===== src/rtl/its_pkg.sv =====
package its_pkg;

    // ----------------------------------------------------------------
    // time formats
    // ----------------------------------------------------------------
    localparam int unsigned ITS_SEC_W = 32;
    localparam int unsigned ITS_FRAC_W = 16;
    localparam int unsigned ITS_CUC_W = ITS_SEC_W + ITS_FRAC_W;
    localparam logic [ITS_CUC_W-1:0] ITS_CUC_RST = 48'h0;

    // ----------------------------------------------------------------
    // clock and fractional tick
    // ----------------------------------------------------------------
    localparam int unsigned ITS_CLK_HZ = 10000000;
    localparam int unsigned ITS_FRAC_HZ = 65536;
    // phase accumulator: add FRAC_HZ each clock, tick on wrap of CLK_HZ
    localparam logic [23:0] ITS_PH_INC = 24'(ITS_FRAC_HZ);
    localparam logic [23:0] ITS_PH_MOD = 24'(ITS_CLK_HZ);
    localparam logic [23:0] ITS_PH_RST = 24'h0;

    // ----------------------------------------------------------------
    // time update command fields
    // ----------------------------------------------------------------
    localparam logic [2:0] ITS_VERSION = 3'h0;
    localparam logic [6:0] ITS_PROC_ID = 7'h47;
    localparam logic [3:0] ITS_CATEGORY = 4'hc;
    localparam logic [1:0] ITS_SEQ_FLAGS = 2'h3;
    localparam logic [2:0] ITS_SEQ_SRC = 3'h0;
    localparam logic [15:0] ITS_LEN_OFFSET = 16'h5;
    localparam logic [15:0] ITS_TU_LEN = 16'h7;
    localparam logic [3:0] ITS_ACK_CODE = 4'h1;
    localparam logic [7:0] ITS_SVC_TYPE = 8'h09;
    localparam logic [7:0] ITS_SVC_SUB = 8'h01;
    localparam logic [7:0] ITS_PAD = 8'h00;

    // ----------------------------------------------------------------
    // housekeeping path
    // ----------------------------------------------------------------
    localparam int unsigned ITS_HK_W = 16;
    localparam int unsigned ITS_FIFO_DEPTH = 16;

    typedef struct packed {
        logic [2:0] version;
        logic pkt_type;
        logic hdr_flag;
        logic [6:0] proc_id;
        logic [3:0] category;
        logic [1:0] seq_flags;
        logic [13:0] seq_count;
        logic [15:0] pkt_len;
        logic [2:0] pus_version;
        logic cksum_flag;
        logic [3:0] ack;
        logic [7:0] svc_type;
        logic [7:0] svc_sub;
        logic [7:0] pad;
    } its_tc_hdr_t;

    typedef struct packed {
        logic [ITS_SEC_W-1:0] sec;
        logic [ITS_FRAC_W-1:0] frac;
    } its_cuc_t;

endpackage : its_pkg


===== src/rtl/its_time_hk.sv =====
`timescale 1ns/10ps
module its_time_hk
    import its_pkg::*;
(
    // clock and reset
    input wire logic sys_clk,
    input wire logic rst_n,
    // time update command, one-cycle strobe with header and time
    input wire logic tc_valid,
    input wire its_tc_hdr_t tc_hdr,
    input wire its_cuc_t tc_time,
    // broadcast sync
    input wire logic sync_pulse,
    // housekeeping control
    input wire logic hk_enable,
    // housekeeping packet words from collection
    input wire logic hk_valid,
    input wire logic [ITS_HK_W-1:0] hk_data,
    // outbound queue
    output logic tm_valid,
    output logic [ITS_HK_W-1:0] tm_data,
    input wire logic tm_ready,
    // time and queue status
    output its_cuc_t stamp,
    output logic pending,
    output logic tc_reject,
    output logic fifo_full
);

    // ----------------------------------------------------------------
    // command acceptance
    // ----------------------------------------------------------------
    // header check only; sequence count low bits are not tracked here
    wire logic hdr_ok =
        tc_hdr.version == ITS_VERSION && tc_hdr.pkt_type && tc_hdr.hdr_flag
        && tc_hdr.proc_id == ITS_PROC_ID && tc_hdr.category == ITS_CATEGORY
        && tc_hdr.seq_flags == ITS_SEQ_FLAGS
        && tc_hdr.seq_count[13:11] == ITS_SEQ_SRC
        && tc_hdr.pkt_len == ITS_TU_LEN
        && tc_hdr.pus_version == ITS_VERSION && tc_hdr.cksum_flag
        && tc_hdr.ack == ITS_ACK_CODE && tc_hdr.svc_type == ITS_SVC_TYPE
        && tc_hdr.svc_sub == ITS_SVC_SUB && tc_hdr.pad == ITS_PAD;
    wire logic tc_accept = tc_valid && hdr_ok;

    // ----------------------------------------------------------------
    // pending time and reference
    // ----------------------------------------------------------------
    its_cuc_t held_ff;
    its_cuc_t ref_ff;
    logic pend_ff;
    logic rej_ff;
    // a pulse in the same cycle as a command adopts the older held value if one is pending, else nothing
    wire logic adopt = sync_pulse && pend_ff;
    wire logic nxt_pend = tc_accept || (pend_ff && !sync_pulse);

    always_ff @(posedge sys_clk or negedge rst_n)
    begin
        if (!rst_n)
        begin
            held_ff <= ITS_CUC_RST;
            ref_ff <= ITS_CUC_RST;
            pend_ff <= 1'b0;
            rej_ff <= 1'b0;
        end
        else
        begin
            if (tc_accept)
                held_ff <= tc_time;
            if (adopt)
                ref_ff <= held_ff;
            pend_ff <= nxt_pend;
            rej_ff <= tc_valid && !hdr_ok;
        end
    end

    // ----------------------------------------------------------------
    // elapsed-time counter at 1/65536 s
    // ----------------------------------------------------------------
    // phase accumulator gives exact average rate, jitter under one tick
    // no saturation: the hourly update keeps the count far from wrap
    logic [23:0] ph_ff;
    its_cuc_t elap_ff;
    wire logic [23:0] ph_sum = ph_ff + ITS_PH_INC;
    wire logic tick = ph_sum >= ITS_PH_MOD;
    wire logic [23:0] nxt_ph = tick ? ph_sum - ITS_PH_MOD : ph_sum;

    always_ff @(posedge sys_clk or negedge rst_n)
    begin
        if (!rst_n)
        begin
            ph_ff <= ITS_PH_RST;
            elap_ff <= ITS_CUC_RST;
        end
        else if (adopt)
        begin
            ph_ff <= ITS_PH_RST;
            elap_ff <= ITS_CUC_RST;
        end
        else
        begin
            ph_ff <= nxt_ph;
            if (tick)
                elap_ff <= elap_ff + 1'b1;
        end
    end

    // ----------------------------------------------------------------
    // timestamp
    // ----------------------------------------------------------------
    its_cuc_t stamp_ff;
    wire its_cuc_t nxt_stamp = ref_ff + elap_ff;

    always_ff @(posedge sys_clk or negedge rst_n)
    begin
        if (!rst_n)
            stamp_ff <= ITS_CUC_RST;
        else
            stamp_ff <= nxt_stamp;
    end

    assign stamp = stamp_ff;
    assign pending = pend_ff;
    assign tc_reject = rej_ff;

    // ----------------------------------------------------------------
    // housekeeping gate
    // ----------------------------------------------------------------
    // words are always consumed; disabled words are simply not written
    // no ready back to collection, so its cycle never waits on the gate
    logic fifo_in_ready;
    wire logic gate_wr = hk_valid && hk_enable;
    logic full_ff;

    its_fifo #(
        .WIDTH(ITS_HK_W),
        .DEPTH(ITS_FIFO_DEPTH)
    ) u_fifo (
        .sys_clk(sys_clk),
        .rst_n(rst_n),
        .in_valid(gate_wr),
        .in_data(hk_data),
        .in_ready(fifo_in_ready),
        .out_valid(tm_valid),
        .out_data(tm_data),
        .out_ready(tm_ready)
    );

    always_ff @(posedge sys_clk or negedge rst_n)
    begin
        if (!rst_n)
            full_ff <= 1'b0;
        else
            full_ff <= !fifo_in_ready;
    end

    assign fifo_full = full_ff;
endmodule : its_time_hk


===== src/rtl/its_fifo.sv =====
`timescale 1ns/10ps
module its_fifo #(
    parameter int unsigned WIDTH = 16,
    parameter int unsigned DEPTH = 16
) (
    // clock and reset
    input wire logic sys_clk,
    input wire logic rst_n,
    // fill side
    input wire logic in_valid,
    input wire logic [WIDTH-1:0] in_data,
    output logic in_ready,
    // drain side
    output logic out_valid,
    output logic [WIDTH-1:0] out_data,
    input wire logic out_ready
);
    localparam int unsigned AW = $clog2(DEPTH);

    logic [WIDTH-1:0] mem_ff [DEPTH];
    logic [AW:0] wr_ptr_ff;
    logic [AW:0] rd_ptr_ff;
    logic [WIDTH-1:0] rdata_ff;
    logic rvalid_ff;

    wire logic [AW:0] used = wr_ptr_ff - rd_ptr_ff;
    wire logic mem_full = (used == (AW+1)'(DEPTH));
    wire logic mem_empty = (used == '0);
    // output register refills when empty or being taken
    wire logic take_out = rvalid_ff && out_ready;
    wire logic load_out = !mem_empty && (!rvalid_ff || take_out);
    wire logic do_wr = in_valid && !mem_full;

    assign in_ready = !mem_full;
    assign out_valid = rvalid_ff;
    assign out_data = rdata_ff;

    always_ff @(posedge sys_clk)
    begin
        if (do_wr)
            mem_ff[wr_ptr_ff[AW-1:0]] <= in_data;
    end

    always_ff @(posedge sys_clk or negedge rst_n)
    begin
        if (!rst_n)
        begin
            wr_ptr_ff <= '0;
            rd_ptr_ff <= '0;
            rdata_ff <= '0;
            rvalid_ff <= 1'b0;
        end
        else
        begin
            if (do_wr)
                wr_ptr_ff <= wr_ptr_ff + 1'b1;
            if (load_out)
            begin
                rdata_ff <= mem_ff[rd_ptr_ff[AW-1:0]];
                rd_ptr_ff <= rd_ptr_ff + 1'b1;
                rvalid_ff <= 1'b1;
            end
            else if (take_out)
                rvalid_ff <= 1'b0;
        end
    end

endmodule : its_fifo


===== config.mk =====
export PLATFORM = sky130hd
export DESIGN_NAME = its_time_hk
export DESIGN_NICKNAME = d
export VERILOG_FILES = /design/src/rtl/its_pkg.sv /design/src/rtl/its_time_hk.sv /design/src/rtl/its_fifo.sv
export SDC_FILE = /design/constraint.sdc
export NUM_CORES = 1
export LEC_CHECK = 0
export BUFFER_PORTS_ARGS = -buffer_cell sky130_fd_sc_hd__buf_2
export CORE_UTILIZATION = 55
export CTS_BUF_LIST = sky130_fd_sc_hd__clkbuf_4 sky130_fd_sc_hd__clkbuf_8
export DETAILED_ROUTE_END_ITERATION = 8
export PLACE_DENSITY = 0.75
export SETUP_SLACK_MARGIN = 0.5
export SLEW_MARGIN = 30
export SYNTH_ARGS = -nofsm -noshare
export SYNTH_HDL_FRONTEND = slang
export SYNTH_SLANG_ARGS = --single-unit
export TNS_END_PERCENT = 50

===== constraint.sdc =====
create_clock -name sys_clk -period 10.55 [get_ports sys_clk]
set_input_delay 0 -clock sys_clk [delete_from_list [all_inputs] [get_ports sys_clk]]
set_output_delay 0 -clock sys_clk [all_outputs]
set_load 0.005 [all_outputs]

# Yosys cells after proc, flatten, opt, wreduce, memory -nomap -nowiden
# Memories as Yosys holds them, arrays and structs flattened. A register that Yosys moved wholly into a read port is not among the register bits.
# Index checks and enable logic that the tools add are counted.
# word_totals
register_bits	230
latchBits	0
ram_bits	256
mem_bits_ro	0
input_bits	151
elab_cells	76
n_memories	1
# op_classes
n_addsub	7
multipliers	0
div_mod_pow	0
order_cmp	1
n_eq_ne	8
shift	0
muxes	8
n_bitwise	0
reduce_logical	36
# memory_table
memory	words	word_bits	read_ports	rd_ports_with_merged_regs	write_ports	line_no	rtl
u_fifo.mem_ff	16	16	1	1	1	its_fifo.sv:20	logic [WIDTH-1:0] mem_ff [DEPTH];
# ops
operator	n
two-way mux 48 bit	2
adder 48 x 1 -> 48 bit (second input constant)	1
adder 48 bit	1
two-way mux 24 bit	2
adder 24 x 17 -> 24 bit (second input constant)	1
greater-or-equal comparator 24 bit (second input constant)	1
subtractor 24 bit (second input constant)	1
logical AND 1 bit	21
equality test 16 x 3 -> 1 bit (second input constant)	1
adder 5 x 1 -> 5 bit (second input constant)	2
logical NOT 3 bit	3
equality test 8 x 1 -> 1 bit (second input constant)	1
equality test 8 x 4 -> 1 bit (second input constant)	1
logical NOT 8 bit	1
equality test 7 bit (second input constant)	1
logical NOT 1 bit	6
equality test 5 bit (second input constant)	1
logical NOT 5 bit	1
subtractor 5 bit	1
equality test 4 x 1 -> 1 bit (second input constant)	1
equality test 4 bit (second input constant)	1
two-way mux 1 bit	4
nonzero test 2 bit	2
equality test 2 bit (second input constant)	1
logical OR 1 bit	2

# Logic depth before layout (Yosys ltp)
# Gate-level depths: netlist of the first run.
# depth
ltp_word	16
depth_mapped	14
ltp_nobuf	12

# Cells and area by module
# Synthesis of the first run repeated with hierarchy kept, for this count alone.
# unflattened
hier_cells	1741
hier_area_um2	22470.3
# modules_own_cells
module	n_inst	cells_per_inst	area_per_inst_um2	seq_area_each_um2
its_time_hk	1	1176	11274.6	5305.1
its_fifo	1	565	11195.7	8363.0

# Least setup slack after synthesis of the first run
# No wires, ideal clock.
# synth_timing
path_type	register to register
from	reg u_fifo.rd_ptr_ff[1]
to	mem u_fifo.mem_ff[15][0], enable pin
setup_time_ps	443
t_arrival_ps	4130
setup_slack_ps	5977
stages_incl_launch_ff	12
n_path_buf	2
path_cell_list	dfrtp_1 > clkbuf_1 > clkbuf_1 > inv_1 > ha_1 > nor2b_1 > o21ai_0 > nand2b_1 > a21oi_1 > xnor2_1 > nor2b_1 > nor4b_1
# synth_between
elab_chain_len	6
# synth_lines
item	line_no	rtl
from (decl)	its_fifo.sv:22	logic [AW:0] rd_ptr_ff;
from (signal assigned)	its_fifo.sv:60	rd_ptr_ff <= rd_ptr_ff + 1'b1;
subtractor 5 bit	its_fifo.sv:26	wire logic [AW:0] used = wr_ptr_ff - rd_ptr_ff;
equality test 5 bit	its_fifo.sv:27	wire logic mem_full = (used == (AW+1)'(DEPTH));
net u_fifo.mem_full	its_fifo.sv:27	
logical NOT 1 bit	its_fifo.sv:32	wire logic do_wr = in_valid && !mem_full;
logical AND 1 bit	its_fifo.sv:32	
two-way mux 1 bit	its_fifo.sv:40	if (do_wr)
two-way mux 1 bit (implied by the code)	its_fifo.sv:41	mem_ff[wr_ptr_ff[AW-1:0]] <= in_data;
to (decl)	its_fifo.sv:20	
# The timed path passes the listed nets, and every way through them passes these cells.

==> impl_metrics.toml, run 1 <==
[power_and_ir_drop]
total_power_density_per_cell_area_nw_per_um2 = 208
p_leak_nw = 10.9
vdd_ir_drop_max_mv = 0.164

[timing]
timing.final.setup_violations = 0
final_min_period_over_clock_period_pct = 36.2
timing.slew.headroom_pct = 45.4
fin_crit_ns = 3.82
fmax_mhz = 262
rsz0062_at_grt = "no"
skew_ns = 0.0204
setup-tns-final_ns = 0
final_slew_viol_count = 0
tightest_slew_ns = 0.819
hold_violations = 0

[synthesis]
ys.flop_type = "edfxtp_1"
synth_top_family_by_area = "multiplexers"
synth_xor_area_share_pct = 4.49
post_synth_fa_ha_maj_area_fraction_pct = 3.48
postSynth.asyncResetShare_pct = 48.3
synth_compound_gate_area_share_pct = 5.71
netlist_instances = 1588
synth_enable_flop_cells = 256
synth_fp_nets = 1799
post_synth_mux_area_share_pct = 11.7
synth_simple_gate_area_share_pct = 10.3
unique_cell_type_count_in_the_yosys_netlist = 71
yosys_warnings = 0
syn_area_um2 = 21800
synthesis.area_per_instance_um2 = 13.7
synth-seq-cells = 495
seq_area_frac_synth_pct = 62.7

[worst_setup_path]
crit_path_max_fanout = 5
critical_path_arrival_ns = 4.34
required_ns = 11.08
critical_path.startpoint_type = "register"
type_of_destination_of_the_critical_path = "register"
type_of_the_worst_setup_path = "reg2reg"

[final_layout]
layout.filler_cells = 2725
multi_input_area_um2 = 7840
drive_above_1_share_pct = 28.0
final_util_pct = 67.1
finalNetCount = 2131
area_growth_syn_to_fin_pct = 19.7
ff_latch_area_um2 = 13700

[clock_tree]
clock_buffer_count_from_cts = 80
tritoncts = "built"
worst_setup_hold_path_clk_slew_ns = 0.06
cts_max_path_buffers = 3
worstSkewPairLatency_ns = 0.65
cts_max_level = 3
cts_repair_resize_count = 0
clkSinkCount = 495
cts-root-buf = "clkbuf_8"

[die]
dieWidth_um = 201
fp.dieH_um = 201
floorplan.initialDensity_pct = 56.0
die_area_um2 = 40500
floorplan.rows = 72
fp.coreArea_um2 = 38900
ioPinCount = 219

[global_route]
number_of_global_route_vias_before_repair = 14300
pin_count_of_the_biggest_net_entering_global_routing = 105
grt_total_usage_pct = 24.1
antenna_found_initial = 2
grt_pass1_wl_um = 75500
globalRouteOverflowTotal = 0

[outcome]
run_status = "completed"

[placement]
dpl.hpwl_um = 30200
number_of_port_buffers = 207
gp_congestion = 0.869

[drt]
drc = 0
routed-via-count = 14000
routed_wl_um = 47700
routed_wire_length_per_instance_um = 19.1
drtIter0Drc = 885
via_per_inst = 5.59
drt.antenna.violating_nets = 0
detail_route.first_pass.iterations = 7

[worst_hold_path]
worstHoldPathType = "in2reg"

[run]
maxCapViolations = 0
==> synthesized netlist by cell type (all sizes together) (24+ instances only) <==
| cell | number | share of area, % |
|---|---|---|
| a21oi | 73 | 1.7 |
| o21ai | 42 | 0.96 |
| inv | 39 | 0.67 |
| ha | 59 | 3.4 |
| nand2 | 232 | 4.0 |
| dfrtp | 239 | 27 |
| xnor2 | 55 | 2.2 |
| nand3 | 25 | 0.60 |
| mux4 | 80 | 8.3 |
| nor2 | 104 | 1.9 |
| clkbuf | 41 | 0.71 |
| xor2 | 56 | 2.3 |
| nor3 | 24 | 0.65 |
| nand4 | 24 | 0.75 |
| mux2 | 65 | 3.4 |
| edfxtp | 256 | 35 |
==> cells in the final DEF, fill, tap and decap left out, types with 8 or more instances in the layout <==
| master | Yosys | layout |
|---|---|---|
| mux2_2 | 65 | 65 |
| nand3_1 | 24 | 24 |
| clkbuf_8 | 0 | 100 |
| a31oi_1 | 9 | 9 |
| clkinv_2 | 0 | 12 |
| clkbuf_4 | 0 | 23 |
| ha_1 | 59 | 59 |
| a21o_1 | 21 | 21 |
| nor3_1 | 21 | 17 |
| nor2b_1 | 10 | 10 |
| xnor2_1 | 55 | 55 |
| or3_1 | 14 | 14 |
| nor2_1 | 102 | 102 |
| buf_4 | 1 | 17 |
| inv_1 | 38 | 38 |
| o211ai_1 | 8 | 8 |
| mux4_2 | 80 | 80 |
| edfxtp_1 | 256 | 256 |
| dfrtp_1 | 239 | 236 |
| xor2_1 | 55 | 55 |
| a21oi_1 | 72 | 71 |
| buf_2 | 0 | 206 |
| nand2_1 | 231 | 230 |
| nand4_1 | 22 | 22 |
| o21ai_0 | 40 | 40 |
| dlygate4sd3_1 | 0 | 73 |
==> sequential cells by signal (all words and copies together), names as in the netlist <==
| signal | flops |
|---|---|
| pending | 1 |
| u_fifo.out_data | 16 |
| u_fifo.out_valid | 1 |
| elap_ff | 48 |
| held_ff | 48 |
| tc_reject | 1 |
| fifo_full | 1 |
| ref_ff | 48 |
| ph_ff | 17 |
| u_fifo.wr_ptr_ff | 5 |
| stamp | 48 |
| u_fifo.mem_ff | 256 |
| u_fifo.rd_ptr_ff | 5 |
==> through the flow <==
stage / total power [mW] / hold slack (ns) / std cells / instance area (um^2) / setup WS (ns)
after CTS: 5.48 / 0.0398 / 2502 / 26100 / 6.26
after global routing: 5.70 / 0.0885 / 2505 / 26100 / 6.47
after global placement: 3.67 / 0.0688 / 2277 / 23500 / 6.17
after floorplan: 3.30 / -0.296 / 1588 / 21800 / 5.98
final: 5.43 / 0.0874 / 2506 / 26100 / 6.73
after detailed placement: 3.71 / 0.0735 / 2281 / 23600 / 6.29
==> worst max-delay path, stage by stage (launching register included) <==
cell       delay, ns
dfrtp_1         0.42
ha_1            0.22
inv_1           0.06
fa_1            0.40
nor2b_1         0.18
o2111ai_1       0.18
a31oi_1         0.36
o211ai_1        0.24
a31oi_1         0.31
a21oi_1         0.21
o311ai_0        0.74
a221oi_1        0.21
xnor2_1         0.17
==> final timing paths <==
path	slack, ns	cells past startpoint	start	end
max	6.73	12	elap_ff[0]	stamp[44]
max reg2reg	6.73	12	elap_ff[0]	stamp[44]
min	0.09	4	hk_valid	u_fifo.mem_ff[15][8]
min in group asynchronous	0.54	4	rst_n	held_ff[28]
min reg2reg	0.46	2	held_ff[7]	ref_ff[7]
max in group asynchronous	8.63	5	rst_n	elap_ff[24]
==> power breakdown <==
part	total [mW]	switching, mW	internal [mW]
Clock	1.74	0.765	0.972
Sequential	2.45	0.211	2.24
Combinational	1.24	0.592	0.653
==> cells by family after synthesis <==
| family | after synthesis |
|---|---|
| simple gates | 481 |
| compound gates | 200 |
| buf+inv | 95 |
| xor+xnor | 111 |
| mux | 146 |
| flops | 495 |
| fa+ha+maj | 60 |
==> timing repair <==
action | CTS | global route
hold buffers | 74 | 0
hold endpoints to repair | 431 | 0
buffers inserted | 0 | 0
==> final cells by class <==
type / instances / area share [%]
Sequential cell: 495 / 52.4
Multi-Input combinational cell: 998 / 30.0
Timing Repair Buffer: 306 / 7.87
Clock buffer: 123 / 5.93
Tap cell: 518 / 2.48
Clock inverter: 24 / 0.724
Inverter: 39 / 0.561
Antenna cell: 3 / 0.0288
==> routing by layer <==
metal,vias to the layer above,share of wire (%),global-route usage [%]
met5,-,0,0
met4,0,3.2,9.71
met3,107,4.9,3.95
met2,403,53,42.9
met1,6998,39,29.2
li1,6499,-,-
Note: power is estimated with default switching activity, not from simulation.
==> run 2: changes to the inputs <==
Settings changed: ABC_AREA set to 1, PLACE_DENSITY 0.75 to 0.74.
Clock period 10.55 ns to 3.6 ns, I/O delays scaled along.
==> impl_metrics.toml, run 2 <==
[outcome]
run_status = "completed"

[global_route]
grt_util_met1_pct = 40.4
gr_met2_demand_resource_pct = 56.4
grt_total_usage_pct = 32.7
pin_count_of_the_biggest_net_entering_global_routing = 121
grt_pass1_wl_um = 117000
grtUsageMet3_pct = 4.94
number_of_global_route_vias_before_repair = 21200
antenna_found_initial = 1
globalRoute.busiestLayer = "met2"
globalRouteOverflowTotal = 0

[worst_setup_path]
critical_path.startpoint_type = "register"
setup.worst_path.start = "u_fifo.wr_ptr_ff[1]"
critical-path-max-stage-delay_ns = 0.44
type_of_the_worst_setup_path = "reg2reg"
critPathMostFrequentCell = "nand2_1"
required_ns = 3.95
crit_path_cell_trace = "ha_1 -> inv_1 -> o21bai_1 -> nand2_1 -> nand2_1 -> nand2_1 -> nand2_1 -> nand2_1 -> nand2_1 -> inv_1 -> nand2_1 -> nand2_8 -> buf_4 -> nor2_1 -> buf_4"
slowest_stage = "dfrtp_1"
crit_path_max_fanout = 16
type_of_destination_of_the_critical_path = "register"
critical_path_arrival_ns = 3.28
r2r_startpoint = "u_fifo.wr_ptr_ff[1]"

[clock_tree]
worst_setup_hold_path_clk_slew_ns = 0.06
clkSinkCount = 495
clock_buffer_count_from_cts = 82
tritoncts = "built"
post_cts.repair.setup_buffers = 0
cts-root-buf = "clkbuf_8"
cts_max_level = 3
cts_max_path_buffers = 3
worstSkewPairLatency_ns = 0.69

[synthesis]
synth_fp_nets = 3154
yosys.cell_count.top_type = "nand2_1"
yosys_warnings = 0
synth-seq-cells = 495
postSynth.asyncResetShare_pct = 48.3
synthTopCellsByArea = "edfxtp_1 31%, dfrtp_1 24%, nand2_1 13%, nor2_1 5.9%, o21ai_0 3.9%"
synth_top_cells_by_count = "873 x nand2_1, 396 x nor2_1, 256 x edfxtp_1, 249 x inv_1, 239 x dfrtp_1"
syn_area_um2 = 25000
synthesis.area_per_instance_um2 = 8.50
unique_cell_type_count_in_the_yosys_netlist = 40
seq_area_frac_synth_pct = 54.6
synthDominantAreaCellType = "edfxtp_1"
netlist_instances = 2943
ys.flop_type = "edfxtp_1"
synth_enable_flop_cells = 256
synth_top_cell_area_share_pct = 30.7

[die]
fp.coreArea_um2 = 44500
die_area_um2 = 46300
fp.dieH_um = 215
floorplan.initialDensity_pct = 56.2
floorplan.rows = 77
dieWidth_um = 215
ioPinCount = 219

[drt]
via_per_inst = 5.60
drc = 0
routed_wire_length_per_instance_um = 19.3
routed-via-count = 21800
drtIter0Drc = 1984
drt.antenna.violating_nets = 0
routed_wl_um = 75100
detail_route.first_pass.iterations = 8

[timing]
rsz0062_at_grt = "no"
hold_violations = 0
final_min_period_over_clock_period_pct = 81.4
final_slew_viol_count = 0
skew_ns = 0.0336
tightest_slew_ns = 0.810
setup-tns-final_ns = 0
timing.final.setup_violations = 0
fmax_mhz = 341
fin_crit_ns = 2.93
timing.slew.headroom_pct = 46.0

[power_and_ir_drop]
p_leak_nw = 13.7
vdd_ir_drop_max_mv = 0.576
total_switching_power_mw = 6.55
total_power_density_per_cell_area_nw_per_um2 = 607
power_frac_seq_pct = 39.5
sw_frac_of_total_pct = 36.8
power.share.combinational_pct = 31.0
power.internal_mw = 11.2
fraction_of_power_consumed_by_the_clock_network_pct = 29.5

[worst_hold_path]
hold_path_startpoint = "tc_valid"
worstHoldPathType = "in2reg"

[final_layout]
largest_register_ff_count = 256
layout.filler_cells = 3706
area_growth_syn_to_fin_pct = 17.1
top_library_cells_by_usage_in_the_layout_fill_and_taps_aside = "871 x nand2_1, 386 x nor2_1, 256 x edfxtp_1, 248 x inv_1, 237 x dfrtp_1"
final_util_pct = 65.8
drive_above_1_share_pct = 12.7
finalNetCount = 3442
layout.cells.most_common = "nand2_1"

[run]
maxCapViolations = 0

[placement]
dpl.hpwl_um = 53500
gp_congestion = 0.964
number_of_port_buffers = 207
[run 2: changes by cell type after synthesis, moves of 18 or more]
cell,delta
inv_1,+211
nand4_1,+96
mux2_2,-65
nand2_1,+642
xnor2_1,-44
buf_2,+18
mux4_2,-80
clkbuf_1,+34
o21ai_0,+157
nand3_1,+156
a21o_1,-19
o22ai_1,+32
o211ai_1,+24
nor2_1,+294
[run 2: final cells by class]
| type | count | area (um^2) | share of cell area, % |
|---|---|---|---|
| diodes | 1 | 2.50 | 0.00854 |
| clock buffers | 122 | 1520 | 5.17 |
| clock inverters | 31 | 245 | 0.837 |
| inverters | 254 | 955 | 3.26 |
| multi-input cells | 2080 | 10000 | 34.2 |
| flip-flops and latches | 495 | 13700 | 46.7 |
| well taps | 592 | 741 | 2.53 |
| repair buffers | 318 | 2140 | 7.30 |
[run 2: path summary, 6_finish.rpt]
kind                       cells past startpoint                  end  slack [ns]
max                                           15  u_fifo.mem_ff[6][6]        0.67
min                                            4            tc_reject        0.07
max reg2reg                                   15  u_fifo.mem_ff[6][6]        0.67
min reg2reg                                    2   u_fifo.out_data[5]        0.47
max in group asynchronous                      5          elap_ff[13]        2.31
min in group asynchronous                      3             stamp[1]        0.31
[run 2: metrics by stage]
step / worst slack, ns / cells / hold WS (ns) / instance area, um^2 / power [mW]
after floorplan: 0.481 / 2943 / -0.296 / 25000 / 10.5
after detailed placement: 0.329 / 3667 / 0.139 / 26700 / 12.4
after global placement: 0.403 / 3667 / 0.136 / 26700 / 12.3
after global routing: 0.484 / 3893 / 0.0517 / 29300 / 18.7
after CTS: 0.315 / 3890 / 0.0136 / 29200 / 17.7
final: 0.671 / 3893 / 0.0662 / 29300 / 17.8
[run 2: power by group through the flow]
| stage | Sequential, mW | Clock (mW) | Combinational, mW |
|---|---|---|---|
| 2_1_floorplan | 7.01 | 0 | 3.49 |
| 6_report | 7.03 | 5.25 | 5.52 |
| 4_1_cts | 7.01 | 5.30 | 5.42 |
| 5_1_grt | 7.07 | 5.56 | 6.03 |
| 3_5_place_dp | 7.12 | 0 | 5.33 |
| 3_3_place_gp | 7.10 | 0 | 5.21 |
[run 2: repair_timing]
item | 4_1_cts | 5_1_grt
hold endpoints to repair | 463 | 0
endpoints found under the setup margin | 63 | 258
hold buffers | 70 | 0
gates resized for setup | 4 | 16
[run 2: routing by layer]
metal,up-vias,wire (um)
met1,10400,29700
met4,0,3250
li1,10400,-
met5,-,0
met2,850,37500
met3,174,4630
[run 2: kinds of logic (layout without fill, tap and decap cells)]
logic type / count (synthesis) / in the layout / share of synthesized area [%]
AOI/OAI and AO/OA: 340 / 340 / 7.41
xor gates and xnor gates: 76 / 76 / 2.74
adders and majority gates: 60 / 60 / 3.03
buffers and inverters: 368 / 725 / 5.69
DFF: 495 / 495 / 54.6
other: 0 / 1 / 0
and+or+nand+nor: 1604 / 1604 / 26.5
[run 2: critical path: cells and delay by family (launching register included)]
kind	cells	cell delay, ns
and+or+nand+nor	9	1.06
buffers and inverters	4	0.59
DFF	1	0.44
adders and majority gates	1	0.32
AOI/OAI and AO/OA	1	0.19
